## config.mk

```make
export PLATFORM = sky130hd
export DESIGN_NAME = pscfg_loader
export DESIGN_NICKNAME = d
export VERILOG_FILES = /design/src/logic/pscfg_pkg.sv /design/src/logic/pscfg_loader.sv
export VERILOG_INCLUDE_DIRS = /design/src /design/src/logic
export SDC_FILE = /design/constraint.sdc
export NUM_CORES = 1
export LEC_CHECK = 0
export BUFFER_PORTS_ARGS = -buffer_cell sky130_fd_sc_hd__buf_2
export CORE_MARGIN = 8
export CORE_UTILIZATION = 43
export DETAILED_ROUTE_END_ITERATION = 10
export GPL_TIMING_DRIVEN = 0
export SETUP_SLACK_MARGIN = 0.4
export SLEW_MARGIN = 30
export SYNTH_ARGS = -nofsm -noshare
export SYNTH_HDL_FRONTEND = slang
export SYNTH_SLANG_ARGS = --single-unit
```

## constraint.sdc

```tcl
create_clock -name sys_clk -period 3.4 [get_ports sys_clk]
set_input_delay 0.85 -clock sys_clk [delete_from_list [all_inputs] [get_ports sys_clk]]
set_output_delay 0.85 -clock sys_clk [all_outputs]
set_load 0.01 [all_outputs]
```

## src/logic/pscfg_consts.svh

```systemverilog
// Timing and width constants of the configuration-load handshake
`ifndef PSCFG_CONSTS_SVH
`define PSCFG_CONSTS_SVH
`define PSCFG_CLK_MHZ 100
`define PSCFG_T_REQ2LOW_NS 600
`define PSCFG_REQ2LOW_CYC ((`PSCFG_T_REQ2LOW_NS * `PSCFG_CLK_MHZ) / 1000)
`define PSCFG_T_STATUS_MIN_US 268
`define PSCFG_STATUS_MIN_CYC (`PSCFG_T_STATUS_MIN_US * `PSCFG_CLK_MHZ)
`define PSCFG_T_STATUS_MAX_US 1506
`define PSCFG_STATUS_MAX_CYC (`PSCFG_T_STATUS_MAX_US * `PSCFG_CLK_MHZ)
`define PSCFG_T_INIT_MIN_US 175
`define PSCFG_INIT_MIN_CYC (`PSCFG_T_INIT_MIN_US * `PSCFG_CLK_MHZ)
`define PSCFG_T_INIT_MAX_US 437
`define PSCFG_INIT_MAX_CYC (`PSCFG_T_INIT_MAX_US * `PSCFG_CLK_MHZ)
`define PSCFG_USER_INIT_CYC 8576
`define PSCFG_USER_INIT_WAIT_EDGES 4
`define PSCFG_EXTRA_FALL_EDGES 2
`define PSCFG_DATA_W 32
`define PSCFG_WORDS_DEF 16
`endif

```

## src/logic/pscfg_pkg.sv

```systemverilog
// Types shared by the configuration-load handshake
package pscfg_pkg;
  typedef enum logic [1:0] {
    PSCFG_W8,
    PSCFG_W16,
    PSCFG_W32,
    PSCFG_SERIAL
  } pscfg_width_type;

  typedef enum {
    ST_POR,
    ST_RESET,
    ST_LOAD,
    ST_DONE,
    ST_INIT,
    ST_USER
  } pscfg_state_type;

  // Pins driven by the device
  typedef struct packed {
    logic status_n;
    logic load_complete;
    logic init_complete;
    logic user_mode;
  } pscfg_status_type;
endpackage

```

## src/logic/pscfg_loader.sv

```systemverilog
// Configuration-load handshake: request, status, data capture, initialization
// Overview of operation
// [RQ1] Request low drives load_complete low quickly
// [RQ2] Request low drives status_n low quickly
// [RQ3] Host holds request low at least 2 us
// [RQ4] status_n stays low 268 to 1506 us
// [RQ5] status_n rises within 1506 us
// [RQ6] Host waits before first config_clock edge
// [RQ7] Host keeps config_clock within frequency limits
// [RQ8] Oscillator init takes 175 to 437 us
// [RQ9] User clock init takes 8576 user clocks
// [RQ10] User mode: all high; request restarts
// [RQ11] status_n low through power-on reset delay
// [RQ12] load_complete low until loading done
// [RQ13] load_complete rises only after whole bitstream
// [RQ14] Two extra falling edges start initialization
// [RQ15] Host stalls config_clock only held low
// [RQ16] Host keeps config_clock at defined level
// [RQ17] init_complete low until initialization ends
// [RQ18] Host presents word every r clocks
// [RQ19] Serial data pin becomes user pin after
// [RQ20] Ratio one timing only without compression
// [RQ21] Data sampled on config_clock rise during load
// [RQ22] Host idles bus and restarts each time
`include "pscfg_consts.svh"
module pscfg_loader
  import pscfg_pkg::*;
#(
  parameter int WORDS = `PSCFG_WORDS_DEF, // Bitstream length in data words
  parameter int STATUS_CYC = `PSCFG_STATUS_MIN_CYC, // Reset phase length, cycles
  parameter int POR_CYC = `PSCFG_STATUS_MIN_CYC, // Power-on reset delay, cycles
  parameter int INIT_CYC = `PSCFG_INIT_MIN_CYC, // Oscillator init length, cycles
  parameter int USER_INIT_CYC = `PSCFG_USER_INIT_CYC // User clock init cycles
) (
  input wire logic sys_clk, // System clock, 100 MHz
  input wire logic resetn, // Asynchronous reset, active low
  input wire logic config_request_n, // Reconfiguration request pin, active low
  input wire logic config_clock, // Host configuration clock pin
  input wire logic [`PSCFG_DATA_W-1:0] data_pins, // Parallel data pins
  input wire logic serial_data_pin_in, // Serial data pin, input side
  input wire pscfg_width_type load_width, // Load mode strap
  input wire logic use_user_init_clock, // Initialize from user_init_clock
  input wire logic user_init_clock, // Optional initialization clock pin
  input wire logic user_pin_out, // User logic drive for serial data pin
  input wire logic user_pin_oe, // User logic enable for serial data pin
  output logic serial_data_pin_out, // Serial data pin, output side
  output logic serial_data_pin_oe, // Serial data pin, output enable
  output logic [`PSCFG_DATA_W-1:0] cfg_word, // Last captured word
  output logic cfg_word_valid, // One-cycle pulse per captured word
  output pscfg_status_type status_pins // Status, completion and mode lines
);
  // Refuse counts that the sequencer cannot serve
  if (WORDS < 1 || STATUS_CYC < 1 || POR_CYC < 1 ||
      INIT_CYC < 1 || USER_INIT_CYC < 1) begin : g_bad_counts
    $error("pscfg_loader: counts must be at least one");
  end

  // Two-flop synchronisers for the request, both clock pins, serial data and data pins
  logic [3:0] s1_ff, s2_ff;
  logic [`PSCFG_DATA_W-1:0] d1_ff, d2_ff;
  always_ff @(posedge sys_clk or negedge resetn) begin
    if (!resetn) begin
      // Idle pin levels: request high, both clocks low, data low.
      // Matching the edge detectors' reset avoids a false edge after reset.
      s1_ff <= 4'h8;
      s2_ff <= 4'h8;
      d1_ff <= '0;
      d2_ff <= '0;
    end else begin
      s1_ff <= {config_request_n, config_clock, serial_data_pin_in, user_init_clock};
      s2_ff <= s1_ff;
      d1_ff <= data_pins;
      d2_ff <= d1_ff;
    end
  end
  logic req_n, cclk, sdat, uclk;
  assign {req_n, cclk, sdat, uclk} = s2_ff;

  // Edge detection on synchronised copies
  logic cclk_d_ff, uclk_d_ff;
  always_ff @(posedge sys_clk or negedge resetn) begin
    if (!resetn) begin
      cclk_d_ff <= 1'b0;
      uclk_d_ff <= 1'b0;
    end else begin
      cclk_d_ff <= cclk;
      uclk_d_ff <= uclk;
    end
  end
  logic cclk_rise, cclk_fall, uclk_rise;
  assign cclk_rise = cclk & ~cclk_d_ff;
  assign cclk_fall = ~cclk & cclk_d_ff;
  assign uclk_rise = uclk & ~uclk_d_ff;

  // Bits per word for the selected mode
  function automatic logic [5:0] bits_per_word(input pscfg_width_type w);
    case (w)
      PSCFG_W8: bits_per_word = 6'h08;
      PSCFG_W16: bits_per_word = 6'h10;
      PSCFG_W32: bits_per_word = 6'h20;
      default: bits_per_word = 6'h01;
    endcase
  endfunction

  // Main sequencer
  pscfg_state_type state_ff, nxt_state;
  logic [31:0] cnt_ff;
  logic [31:0] words_ff;
  logic [5:0] bits_ff;
  logic [1:0] fall_ff;
  logic fall_armed_ff; // Clock seen low since completion
  logic req_low;
  logic load_go;
  assign req_low = ~req_n;
  assign load_go = (state_ff == ST_LOAD) && cclk_rise; // [RQ21]

  always_comb begin
    nxt_state = state_ff;
    case (state_ff)
      ST_POR: if (cnt_ff >= 32'(POR_CYC - 1) && req_n) nxt_state = ST_LOAD; // [RQ11]
      ST_RESET: if (cnt_ff >= 32'(STATUS_CYC - 1) && req_n) nxt_state = ST_LOAD; // [RQ4] [RQ5]
      ST_LOAD: if (load_go && words_ff == 32'(WORDS - 1) &&
                   (load_width != PSCFG_SERIAL || bits_ff == 6'h1F))
        nxt_state = ST_DONE; // [RQ13]
      ST_DONE: if (cclk_fall && fall_armed_ff && fall_ff == 2'(`PSCFG_EXTRA_FALL_EDGES - 1))
        nxt_state = ST_INIT; // [RQ14]
      // User clock rises are counted one by one, so all of them must be seen
      ST_INIT: if (cnt_ff >= (use_user_init_clock ? 32'(USER_INIT_CYC) : 32'(INIT_CYC - 1)))
        nxt_state = ST_USER; // [RQ8] [RQ9]
      ST_USER: nxt_state = ST_USER;
      default: nxt_state = ST_POR;
    endcase
    if (req_low && state_ff != ST_POR) nxt_state = ST_RESET; // [RQ10]
  end

  always_ff @(posedge sys_clk or negedge resetn) begin
    if (!resetn) state_ff <= ST_POR;
    else state_ff <= nxt_state;
  end

  // Phase counter: counts cycles, or user clock edges once those are enabled
  logic [2:0] uwait_ff;
  always_ff @(posedge sys_clk or negedge resetn) begin
    if (!resetn) begin
      cnt_ff <= '0;
      uwait_ff <= '0;
    end else if (nxt_state != state_ff) begin
      cnt_ff <= '0;
      uwait_ff <= '0;
    end else if (state_ff == ST_INIT && use_user_init_clock) begin
      // User clock counted only after four rises of config_clock or user_init_clock
      if (uwait_ff < 3'(`PSCFG_USER_INIT_WAIT_EDGES)) begin
        if (cclk_rise || uclk_rise) uwait_ff <= uwait_ff + 3'h1; // [RQ9]
      end else if (uclk_rise) cnt_ff <= cnt_ff + 32'h1; // [RQ9]
    end else if (state_ff != ST_LOAD && state_ff != ST_DONE && state_ff != ST_USER) begin
      if (state_ff != ST_RESET || req_n) cnt_ff <= cnt_ff + 32'h1; // [RQ4]
    end
  end

  // Data capture and word counting
  always_ff @(posedge sys_clk or negedge resetn) begin
    if (!resetn) begin
      words_ff <= '0;
      bits_ff <= '0;
      cfg_word <= '0;
      cfg_word_valid <= 1'b0;
    end else begin
      cfg_word_valid <= 1'b0;
      if (state_ff != ST_LOAD) begin
        words_ff <= '0; // Each reload restarts from the first word
        bits_ff <= '0;
      end else if (load_go) begin
        if (load_width == PSCFG_SERIAL) begin
          cfg_word <= {sdat, cfg_word[`PSCFG_DATA_W-1:1]}; // [RQ21]
          bits_ff <= bits_ff + 6'h1;
          if (bits_ff == 6'h1F) begin
            bits_ff <= '0;
            words_ff <= words_ff + 32'h1;
            cfg_word_valid <= 1'b1;
          end
        end else begin
          cfg_word <= d2_ff & ({`PSCFG_DATA_W{1'b1}} >> (6'h20 - bits_per_word(load_width)));
          // One word per rise: no decompression or decryption stage here
          words_ff <= words_ff + 32'h1; // [RQ20]
          cfg_word_valid <= 1'b1; // [RQ21]
        end
      end
    end
  end

  // Extra falling edges after completion. The fall of the clock that carried
  // the last word is not one of them, so counting arms only once the clock
  // has been seen low in the completion phase.
  always_ff @(posedge sys_clk or negedge resetn) begin
    if (!resetn) begin
      fall_ff <= '0;
      fall_armed_ff <= 1'b0;
    end else if (state_ff != ST_DONE) begin
      fall_ff <= '0;
      fall_armed_ff <= 1'b0;
    end else begin
      if (!cclk) fall_armed_ff <= 1'b1;
      if (cclk_fall && fall_armed_ff) fall_ff <= fall_ff + 2'h1; // [RQ14]
    end
  end

  // Status pins are registered from the sequencer state
  always_ff @(posedge sys_clk or negedge resetn) begin
    if (!resetn) status_pins <= '{status_n: 1'b0, load_complete: 1'b0,
                                  init_complete: 1'b0, user_mode: 1'b0};
    else begin
      status_pins.status_n <= !(nxt_state == ST_POR || nxt_state == ST_RESET); // [RQ2] [RQ11]
      status_pins.load_complete <= (nxt_state == ST_DONE || nxt_state == ST_INIT ||
                                    nxt_state == ST_USER); // [RQ1] [RQ12]
      status_pins.init_complete <= (nxt_state == ST_USER); // [RQ17]
      status_pins.user_mode <= (nxt_state == ST_USER); // [RQ10]
    end
  end

  // Serial data pin handed to user logic only in user mode
  always_ff @(posedge sys_clk or negedge resetn) begin
    if (!resetn) begin
      serial_data_pin_out <= 1'b0;
      serial_data_pin_oe <= 1'b0;
    end else begin
      serial_data_pin_out <= user_pin_out;
      serial_data_pin_oe <= (nxt_state == ST_USER) && user_pin_oe; // [RQ19]
    end
  end

  // Checks
  property p_req_status;
    @(posedge sys_clk) disable iff (!resetn) $fell(req_n) |-> ##[1:2] !status_pins.status_n;
  endproperty
  a_req_status: assert property (p_req_status) else $error("status_n not low after request"); // [RQ2]
  property p_req_done;
    @(posedge sys_clk) disable iff (!resetn) $fell(req_n) |-> ##[1:2] !status_pins.load_complete;
  endproperty
  a_req_done: assert property (p_req_done) else $error("load_complete not low"); // [RQ1]
  property p_status_min;
    @(posedge sys_clk) disable iff (!resetn)
      $fell(status_pins.status_n) |-> !status_pins.status_n [*8];
  endproperty
  a_status_min: assert property (p_status_min) else $error("status_n low too short"); // [RQ4]
  property p_done_only_load;
    @(posedge sys_clk) disable iff (!resetn)
      $rose(status_pins.load_complete) |-> $past(state_ff) == ST_LOAD;
  endproperty
  a_done_only_load: assert property (p_done_only_load) else $error("early completion"); // [RQ13]
  property p_done_status;
    @(posedge sys_clk) disable iff (!resetn)
      status_pins.load_complete |-> status_pins.status_n;
  endproperty
  a_done_status: assert property (p_done_status) else $error("complete while in reset"); // [RQ12]
  property p_init_after;
    @(posedge sys_clk) disable iff (!resetn)
      status_pins.init_complete |-> status_pins.load_complete && status_pins.status_n;
  endproperty
  a_init_after: assert property (p_init_after) else $error("init_complete early"); // [RQ17]
  property p_user_pin;
    @(posedge sys_clk) disable iff (!resetn) serial_data_pin_oe |-> status_pins.user_mode;
  endproperty
  a_user_pin: assert property (p_user_pin) else $error("pin driven outside user mode"); // [RQ19]
  property p_capture;
    @(posedge sys_clk) disable iff (!resetn)
      cfg_word_valid |-> $past(state_ff) == ST_LOAD && $past(cclk_rise);
  endproperty
  a_capture: assert property (p_capture) else $error("capture outside load"); // [RQ21]
  property p_init_len;
    @(posedge sys_clk) disable iff (!resetn)
      $rose(status_pins.load_complete) |-> !status_pins.user_mode [*3];
  endproperty
  a_init_len: assert property (p_init_len) else $error("user mode too soon"); // [RQ8]
  c_reconfig: cover property (@(posedge sys_clk) $fell(req_n) && status_pins.user_mode);
  c_complete: cover property (@(posedge sys_clk) $rose(status_pins.load_complete));
  c_user: cover property (@(posedge sys_clk) $rose(status_pins.user_mode));
endmodule

```

==> results.py, run 1 <==
metrics = {
    "power_and_ir_drop": {
        "swShare_pct": 21.4,
        "power_frac_comb_pct": 3.4,
        "power.internal_mw": 4.48,
        "powerDensity_nw_per_um2": 523,
        "vdd_ir_drop_max_mv": 0.344,
        "p_sw_mw": 1.22,
        "clkPwrFrac_pct": 49.2,
        "p_seq_share_pct": 47.5,
        "p_leak_nw": 4.65,
    },
    "global_routing": {
        "grt_pass1_vias": 6296,
        "grt_pass1_wl_mm": 32.1,
        "grt-ovfl-total": 0,
        "antenna_found_initial": 1,
        "track_usage_pct": 14.8,
        "grt_max_degree": 88,
    },
    "drt": {
        "vias_per_cell": 5.15,
        "drt_wl_total_mm": 19.2,
        "ant_nets": 0,
        "drtIter0Drc": 298,
        "dr_total_vias": 6281,
        "firstDrtPassIters": 4,
        "routedWlPerCell_um": 15.8,
        "drcViolationCount": 0,
    },
    "logic_synthesis": {
        "yosys-top-cells-area": "dfrtp_1, xnor2_1, a211oi_1, nand2_1, nor2_1",
        "synth_cell_types": 56,
        "async_flop_share_pct": 100,
        "ys_ff_latch": 220,
        "synth_xor_area_share_pct": 6.25,
        "synthSimpleGateAreaFrac_pct": 15.9,
        "synthMuxAreaShare_pct": 1.24,
        "synth_top_family_by_area": "simple AND/OR/NAND/NOR gates",
        "synthAdderAreaFrac_pct": 2.37,
        "synth_enable_flop_cells": 0,
        "synth_compound_area_share_pct": 10.1,
        "post_synth.cell_area_avg_um2": 11.4,
        "synthFlopType": "dfrtp_1",
        "synth_top_area_share_pct": 60.8,
        "seq_area_frac_synth_pct": 61.4,
        "netlist_area_um2": 8970,
        "syn_inst": 784,
        "synth_area_leader_cell": "dfrtp_1",
        "yosysWarningCount": 0,
    },
    "setup_path": {
        "crit_chain": "buf_6, inv_2, ha_1, nand2b_1, a2111oi_4, o311ai_1, a2111o_1, a32oi_4, nand2_4, buf_6, a211oi_1",
        "max_stage_delay_ns": 0.49,
        "cp_max_fo": 10,
        "rr_worst_depth": 9,
        "worstSetupEndpointType": "flop",
        "crit_top_cell": "buf_6",
        "reg2reg_slack_ns": 0.58,
        "critPathKind": "input pin to flop",
        "regToRegEndpoint": "cnt_ff[16]$_DFFE_PN0P_",
        "start_kind": "input pin",
        "slowest_stage": "a2111o_1",
        "cp_data_required_time_ns": 3.82,
        "crit_arrival_ns": 3.29,
        "r2r_start": "state_ff[11]$_DFF_PN0_",
    },
    "timing": {
        "setup_tns_ns": 0,
        "drv_slew": 0,
        "slew_headroom_pct": 44.0,
        "clock_skew_ns": 0.00689,
        "hold_violations": 0,
        "tightestPinTransition_ns": 0.819,
        "rsz0062_at_grt": "no",
        "setup_viol": 0,
        "fin_crit_ns": 2.86,
        "clock.fmax_mhz": 349,
        "period_share_pct": 84.3,
    },
    "die": {
        "num_io_pins": 82,
        "dieArea_um2": 25700,
        "die_x_um": 160,
        "start_util_pct": 43.2,
        "rows": 53,
        "die_y_um": 160,
        "fp.coreArea_um2": 20800,
    },
    "run": {
        "cap_violations": 0,
    },
    "clocking": {
        "clk_latency_ns": 0.52,
        "numCtsBuffers": 25,
        "cts.clk_slew.worst_paths_ns": 0.06,
        "cts.sinks": 220,
        "cts_tree": "yes",
        "clk_root_buffer_cell": "clkbuf_16",
        "cts-htree-levels": 1,
        "clockBufferDepth": 3,
    },
    "outcome": {
        "status": "complete, no violations",
    },
    "final_layout": {
        "final_cell_mix": "dfrtp_1, buf_2, nand2_1, nor2_1, xnor2_1",
        "final_common_cell": "dfrtp_1",
        "layout.nets": 986,
        "layout-drive-gt1-share_pct": 18.2,
        "diodes": 0,
        "postLayoutCoreUtil_pct": 52.5,
        "n_fill_cell": 1846,
        "syn_to_final_growth_pct": 21.5,
    },
    "worst_hold_path": {
        "min_path_type": "input pin to asynchronous set/reset pin",
    },
    "placed_design": {
        "place_congestion": 0.812,
        "port_buffers": 81,
        "dp_hpwl_mm": 13.0,
    },
}
-- per-layer routing --
metal / wire (um) / vias up / global-route usage [%]
met2: 8850 / 142 / 23.6
li1: - / 3034 / -
met1: 9000 / 3070 / 20.3
met5: 12 / - / 0
met4: 354 / 2 / 3.65
met3: 988 / 33 / 3.30
-- critical path, delay by kind of cell --
kind | cells | cell delay (ns)
and+or+nand+nor | 2 | 0.33
adders and majority gates | 1 | 0.28
AOI/OAI and AO/OA | 5 | 1.45
buffers and inverters | 3 | 0.37
-- layout make-up --
type                            count  area (um2)  area share, %
Clock buffer                       30         674           6.19
Sequential cell                   220        5510           50.6
Buffer                             40         193           1.77
Tap cell                          275         344           3.16
Timing Repair Buffer               86         499           4.58
Multi-Input combinational cell    536        3410           31.3
Inverter                           17        63.8          0.586
Clock inverter                     15         203           1.86
-- sequential cells by signal, summed over array words and instances, names as in the netlist --
signal               count
cfg_word                32
cnt_ff                  32
d1_ff                   32
d2_ff                   32
state_ff                32
words_ff                32
bits_ff                  6
s1_ff                    4
s2_ff                    4
status_pins              3
uwait_ff                 3
fall_ff                  2
cclk_d_ff                1
cfg_word_valid           1
fall_armed_ff            1
serial_data_pin_oe       1
serial_data_pin_out      1
uclk_d_ff                1
-- worst max path at each step --
stage	start	to
2_1_floorplan	use_user_init_clock	cnt_ff[10]$_DFFE_PN0P_
5_1_grt	state_ff[11]$_DFF_PN0_	cnt_ff[21]$_DFFE_PN0P_
6_report	use_user_init_clock	cnt_ff[6]$_DFFE_PN0P_
3_3_place_gp	resetn	cnt_ff[20]$_DFFE_PN0P_
3_5_place_dp	use_user_init_clock	cnt_ff[13]$_DFFE_PN0P_
4_1_cts	state_ff[11]$_DFF_PN0_	cfg_word[3]$_DFFE_PN0P_
-- power by group through the flow --
stage / combinational [mW] / clock, mW / sequential, mW
3_3_place_gp: 0.178 / 0 / 2.75
6_report: 0.191 / 2.80 / 2.70
3_5_place_dp: 0.187 / 0 / 2.75
2_1_floorplan: 0.0763 / 0 / 2.74
4_1_cts: 0.189 / 2.87 / 2.70
5_1_grt: 0.219 / 2.98 / 2.71
-- timing repair --
action                     CTS  global route
gates resized for setup      5            30
buffers inserted             1             2
cloned                       0             1
pin swaps                    1             4
setup endpoints to repair   60            69
hold buffers                 0             0
-- synth_stat cells (2+ instances only) --
master       n
and2_1       7
or4_1        4
a21o_1       4
nor3b_1      3
nand3_1     27
o21ai_0     22
xor2_1      20
inv_1       16
a211oi_1    35
nand2_1     66
nor4_1      32
dfrtp_1    218
clkbuf_1    31
a22oi_1     23
a21oi_1     15
ha_1        17
o21ai_1     19
buf_2        4
and4_1       5
nand4_1     20
nor2_1      62
or2_2        3
nor2b_1      7
nand2b_1     3
buf_6        3
mux2i_1     10
a2111oi_0    2
and3_1      14
xnor2_1     44
o31ai_1      2
or3_1        6
nor3_1      15
dfstp_2      2
-- cells by family (layout without fill, tap and decap cells) --
| group | Yosys count | after routing |
|---|---|---|
| AO/OA/AOI/OAI | 133 | 133 |
| XOR/XNOR | 64 | 64 |
| AND/OR/NAND/NOR | 281 | 282 |
| multiplexers | 11 | 11 |
| flip-flops | 220 | 220 |
| buffers and inverters | 57 | 188 |
| other | 1 | 29 |
| adder cells (fa/ha/maj) | 17 | 17 |
-- through the flow --
step / cell area, um2 / setup WS (ns) / power, mW / hold WS [ns] / cells
finish: 10900 / 0.535 / 5.69 / 0.247 / 1219
global route: 10900 / 0.360 / 5.91 / 0.262 / 1219
CTS: 10800 / 0.414 / 5.77 / 0.243 / 1216
detailed placement: 9900 / -0.261 / 2.94 / 0.335 / 1170
global placement: 9830 / -2.30 / 2.93 / 0.332 / 1168
floorplan: 9080 / 0.402 / 2.82 / 0.331 / 812
Note: power is estimated with default switching activity, not from simulation.
==> run 2: changes to the inputs <==
clock period = 2.6 ns   (was 3.4 ns; I/O delays follow)
==> run 2 against run 1 <==
The run now ends with negative setup slack left. Global-route usage rose by 1.3 points. Register-to-register slack worse by 0.67 ns. Routed wire length is 8.0% higher. Non-clock buffer count is 39 higher.
==> results.py, run 2 (synthesis results as in run 1) <==
metrics = {
    "power_and_ir_drop": {
        "powerDensity_nw_per_um2": 594,
        "p_total_mw": 7.35,
        "vdd_ir_drop_max_mv": 0.471,
        "p_leak_nw": 5.10,
    },
    "drt": {
        "ant_nets": 0,
        "vias_per_cell": 5.19,
        "drt_wl_total_mm": 20.7,
        "dr_total_vias": 6525,
        "drtIter0Drc": 333,
        "firstDrtPassIters": 4,
        "drcViolationCount": 0,
        "routedWlPerCell_um": 16.5,
    },
    "final_layout": {
        "layout-drive-gt1-share_pct": 35.0,
        "layout.nets": 1024,
        "diodes": 0,
        "multiInputGateArea_um2": 4170,
        "final_area_um2": 12400,
        "syn_to_final_growth_pct": 38.0,
        "n_fill_cell": 1671,
        "area.sequential_um2": 5510,
        "final_common_cell": "dfrtp_1",
        "final_cell_mix": "dfrtp_1, buf_2, xnor2_1, clkbuf_16, nand2_1",
    },
    "placed_design": {
        "place_area_um2": 10200,
        "pre_cts_ws_ns": -0.734,
        "dp_hpwl_mm": 12.9,
        "port_buffers": 81,
        "place_congestion": 0.803,
    },
    "timing": {
        "rsz0062_at_grt": "yes",
        "slew_headroom_pct": 51.1,
        "hold_violations": 0,
        "whs_ns": 0.241,
        "fin_crit_ns": 2.69,
        "drv_slew": 0,
        "setup_tns_ns": -3.39,
        "clock.fmax_mhz": 372,
        "tightestPinTransition_ns": 0.734,
        "period_share_pct": 103,
        "clock_skew_ns": 0.0228,
        "fin_ws_ns": -0.0859,
        "setup_viol": 70,
    },
    "clocking": {
        "cts.clk_slew.worst_paths_ns": 0.06,
        "clk_latency_ns": 0.52,
        "clockBufferDepth": 3,
        "cts.sinks": 220,
        "clk_root_buffer_cell": "clkbuf_16",
        "cts_tree": "yes",
        "cts-htree-levels": 1,
        "numCtsBuffers": 24,
    },
    "outcome": {
        "status": "finished with violations",
        "violations": "negative setup slack",
    },
    "setup_path": {
        "cp_data_required_time_ns": 2.95,
        "endpoint": "cnt_ff[29]$_DFFE_PN0P_",
        "crit_arrival_ns": 3.04,
        "worstSetupEndpointType": "flop",
        "critPathKind": "flop to flop",
        "cp_max_fo": 10,
        "startpoint": "state_ff[16]$_DFF_PN0_",
        "reg2reg_slack_ns": -0.09,
        "r2r_start": "state_ff[16]$_DFF_PN0_",
        "start_kind": "flop",
        "regToRegEndpoint": "cnt_ff[29]$_DFFE_PN0P_",
        "rr_worst_depth": 9,
    },
    "die": {
        "dieArea_um2": 25700,
        "rows": 53,
        "start_util_pct": 43.2,
        "die_y_um": 160,
        "num_io_pins": 82,
        "die_x_um": 160,
        "fp.coreArea_um2": 20800,
    },
    "global_routing": {
        "grt-busiest-layer": "met2",
        "grt_util_met1_pct": 21.3,
        "track_usage_pct": 16.1,
        "grt_max_degree": 87,
        "grt-ovfl-total": 0,
        "grt_use_met2_pct": 26.6,
        "antenna_found_initial": 0,
        "grt_use_met3_pct": 3.10,
        "grt_pass1_vias": 6638,
        "grt_pass1_wl_mm": 34.5,
    },
    "run": {
        "cap_violations": 0,
    },
    "worst_hold_path": {
        "min_path_type": "input pin to flop",
    },
}
-- run 2: critical path: stages (launching register included) --
cell	delay (ns)
dfrtp_1	0.37
nor4_2	0.30
nand2_1	0.17
or3_4	0.40
buf_6	0.14
or4_4	0.50
o221a_4	0.31
nand2_8	0.12
buf_12	0.15
a211oi_2	0.07
-- run 2: cell type report --
class	count	area share (%)
Tap cell	275	2.78
Inverter	17	0.647
Buffer	40	3.72
Sequential cell	220	44.5
Clock buffer	39	6.12
Multi-Input combinational cell	536	33.7
Clock inverter	5	0.647
Timing Repair Buffer	125	7.89
-- run 2: worst min path at each step --
stage                        startpoint                   to  cells after the start
floorplan            d1_ff[0]$_DFF_PN0_   d2_ff[0]$_DFF_PN0_                      0
global placement    d1_ff[31]$_DFF_PN0_  d2_ff[31]$_DFF_PN0_                      0
detailed placement   d1_ff[3]$_DFF_PN0_   d2_ff[3]$_DFF_PN0_                      0
CTS                    config_request_n   s1_ff[3]$_DFF_PN1_                      1
global route           config_request_n   s1_ff[3]$_DFF_PN1_                      1
finish                 config_request_n   s1_ff[3]$_DFF_PN1_                      1
-- run 2: power breakdown --
part | internal [mW] | switching [mW] | leakage (nW) | total (mW)
sequential | 3.51 | 0.0267 | 2.66 | 3.54
combinational | 0.110 | 0.195 | 2.04 | 0.305
clock | 2.19 | 1.33 | 0.405 | 3.51
total | 5.80 | 1.55 | 5.10 | 7.35
-- run 2: timing repair --
| action | 4_1_cts | 5_1_grt |
|---|---|---|
| resized for setup | 137 | 96 |
| cloned | 13 | 0 |
| hold buffers | 1 | 0 |
| setup buffers | 25 | 3 |
| endpoints found under the hold margin | 1 | 0 |
| pin swaps | 44 | 39 |
| endpoints found under the setup margin | 112 | 113 |
-- run 2: stage by stage --
step                      std cells  util (%)
after floorplan                 812         -
after global placement         1168      48.6
after detailed placement       1171      49.1
after CTS                      1254      57.9
after global routing           1257      59.6
final                          1257      59.6
-- run 2: layer usage --
metal | wire (um) | vias up
li1 | - | 3125
met1 | 9110 | 3266
met2 | 10400 | 99
met3 | 846 | 35
met4 | 429 | 0
met5 | 0 | -
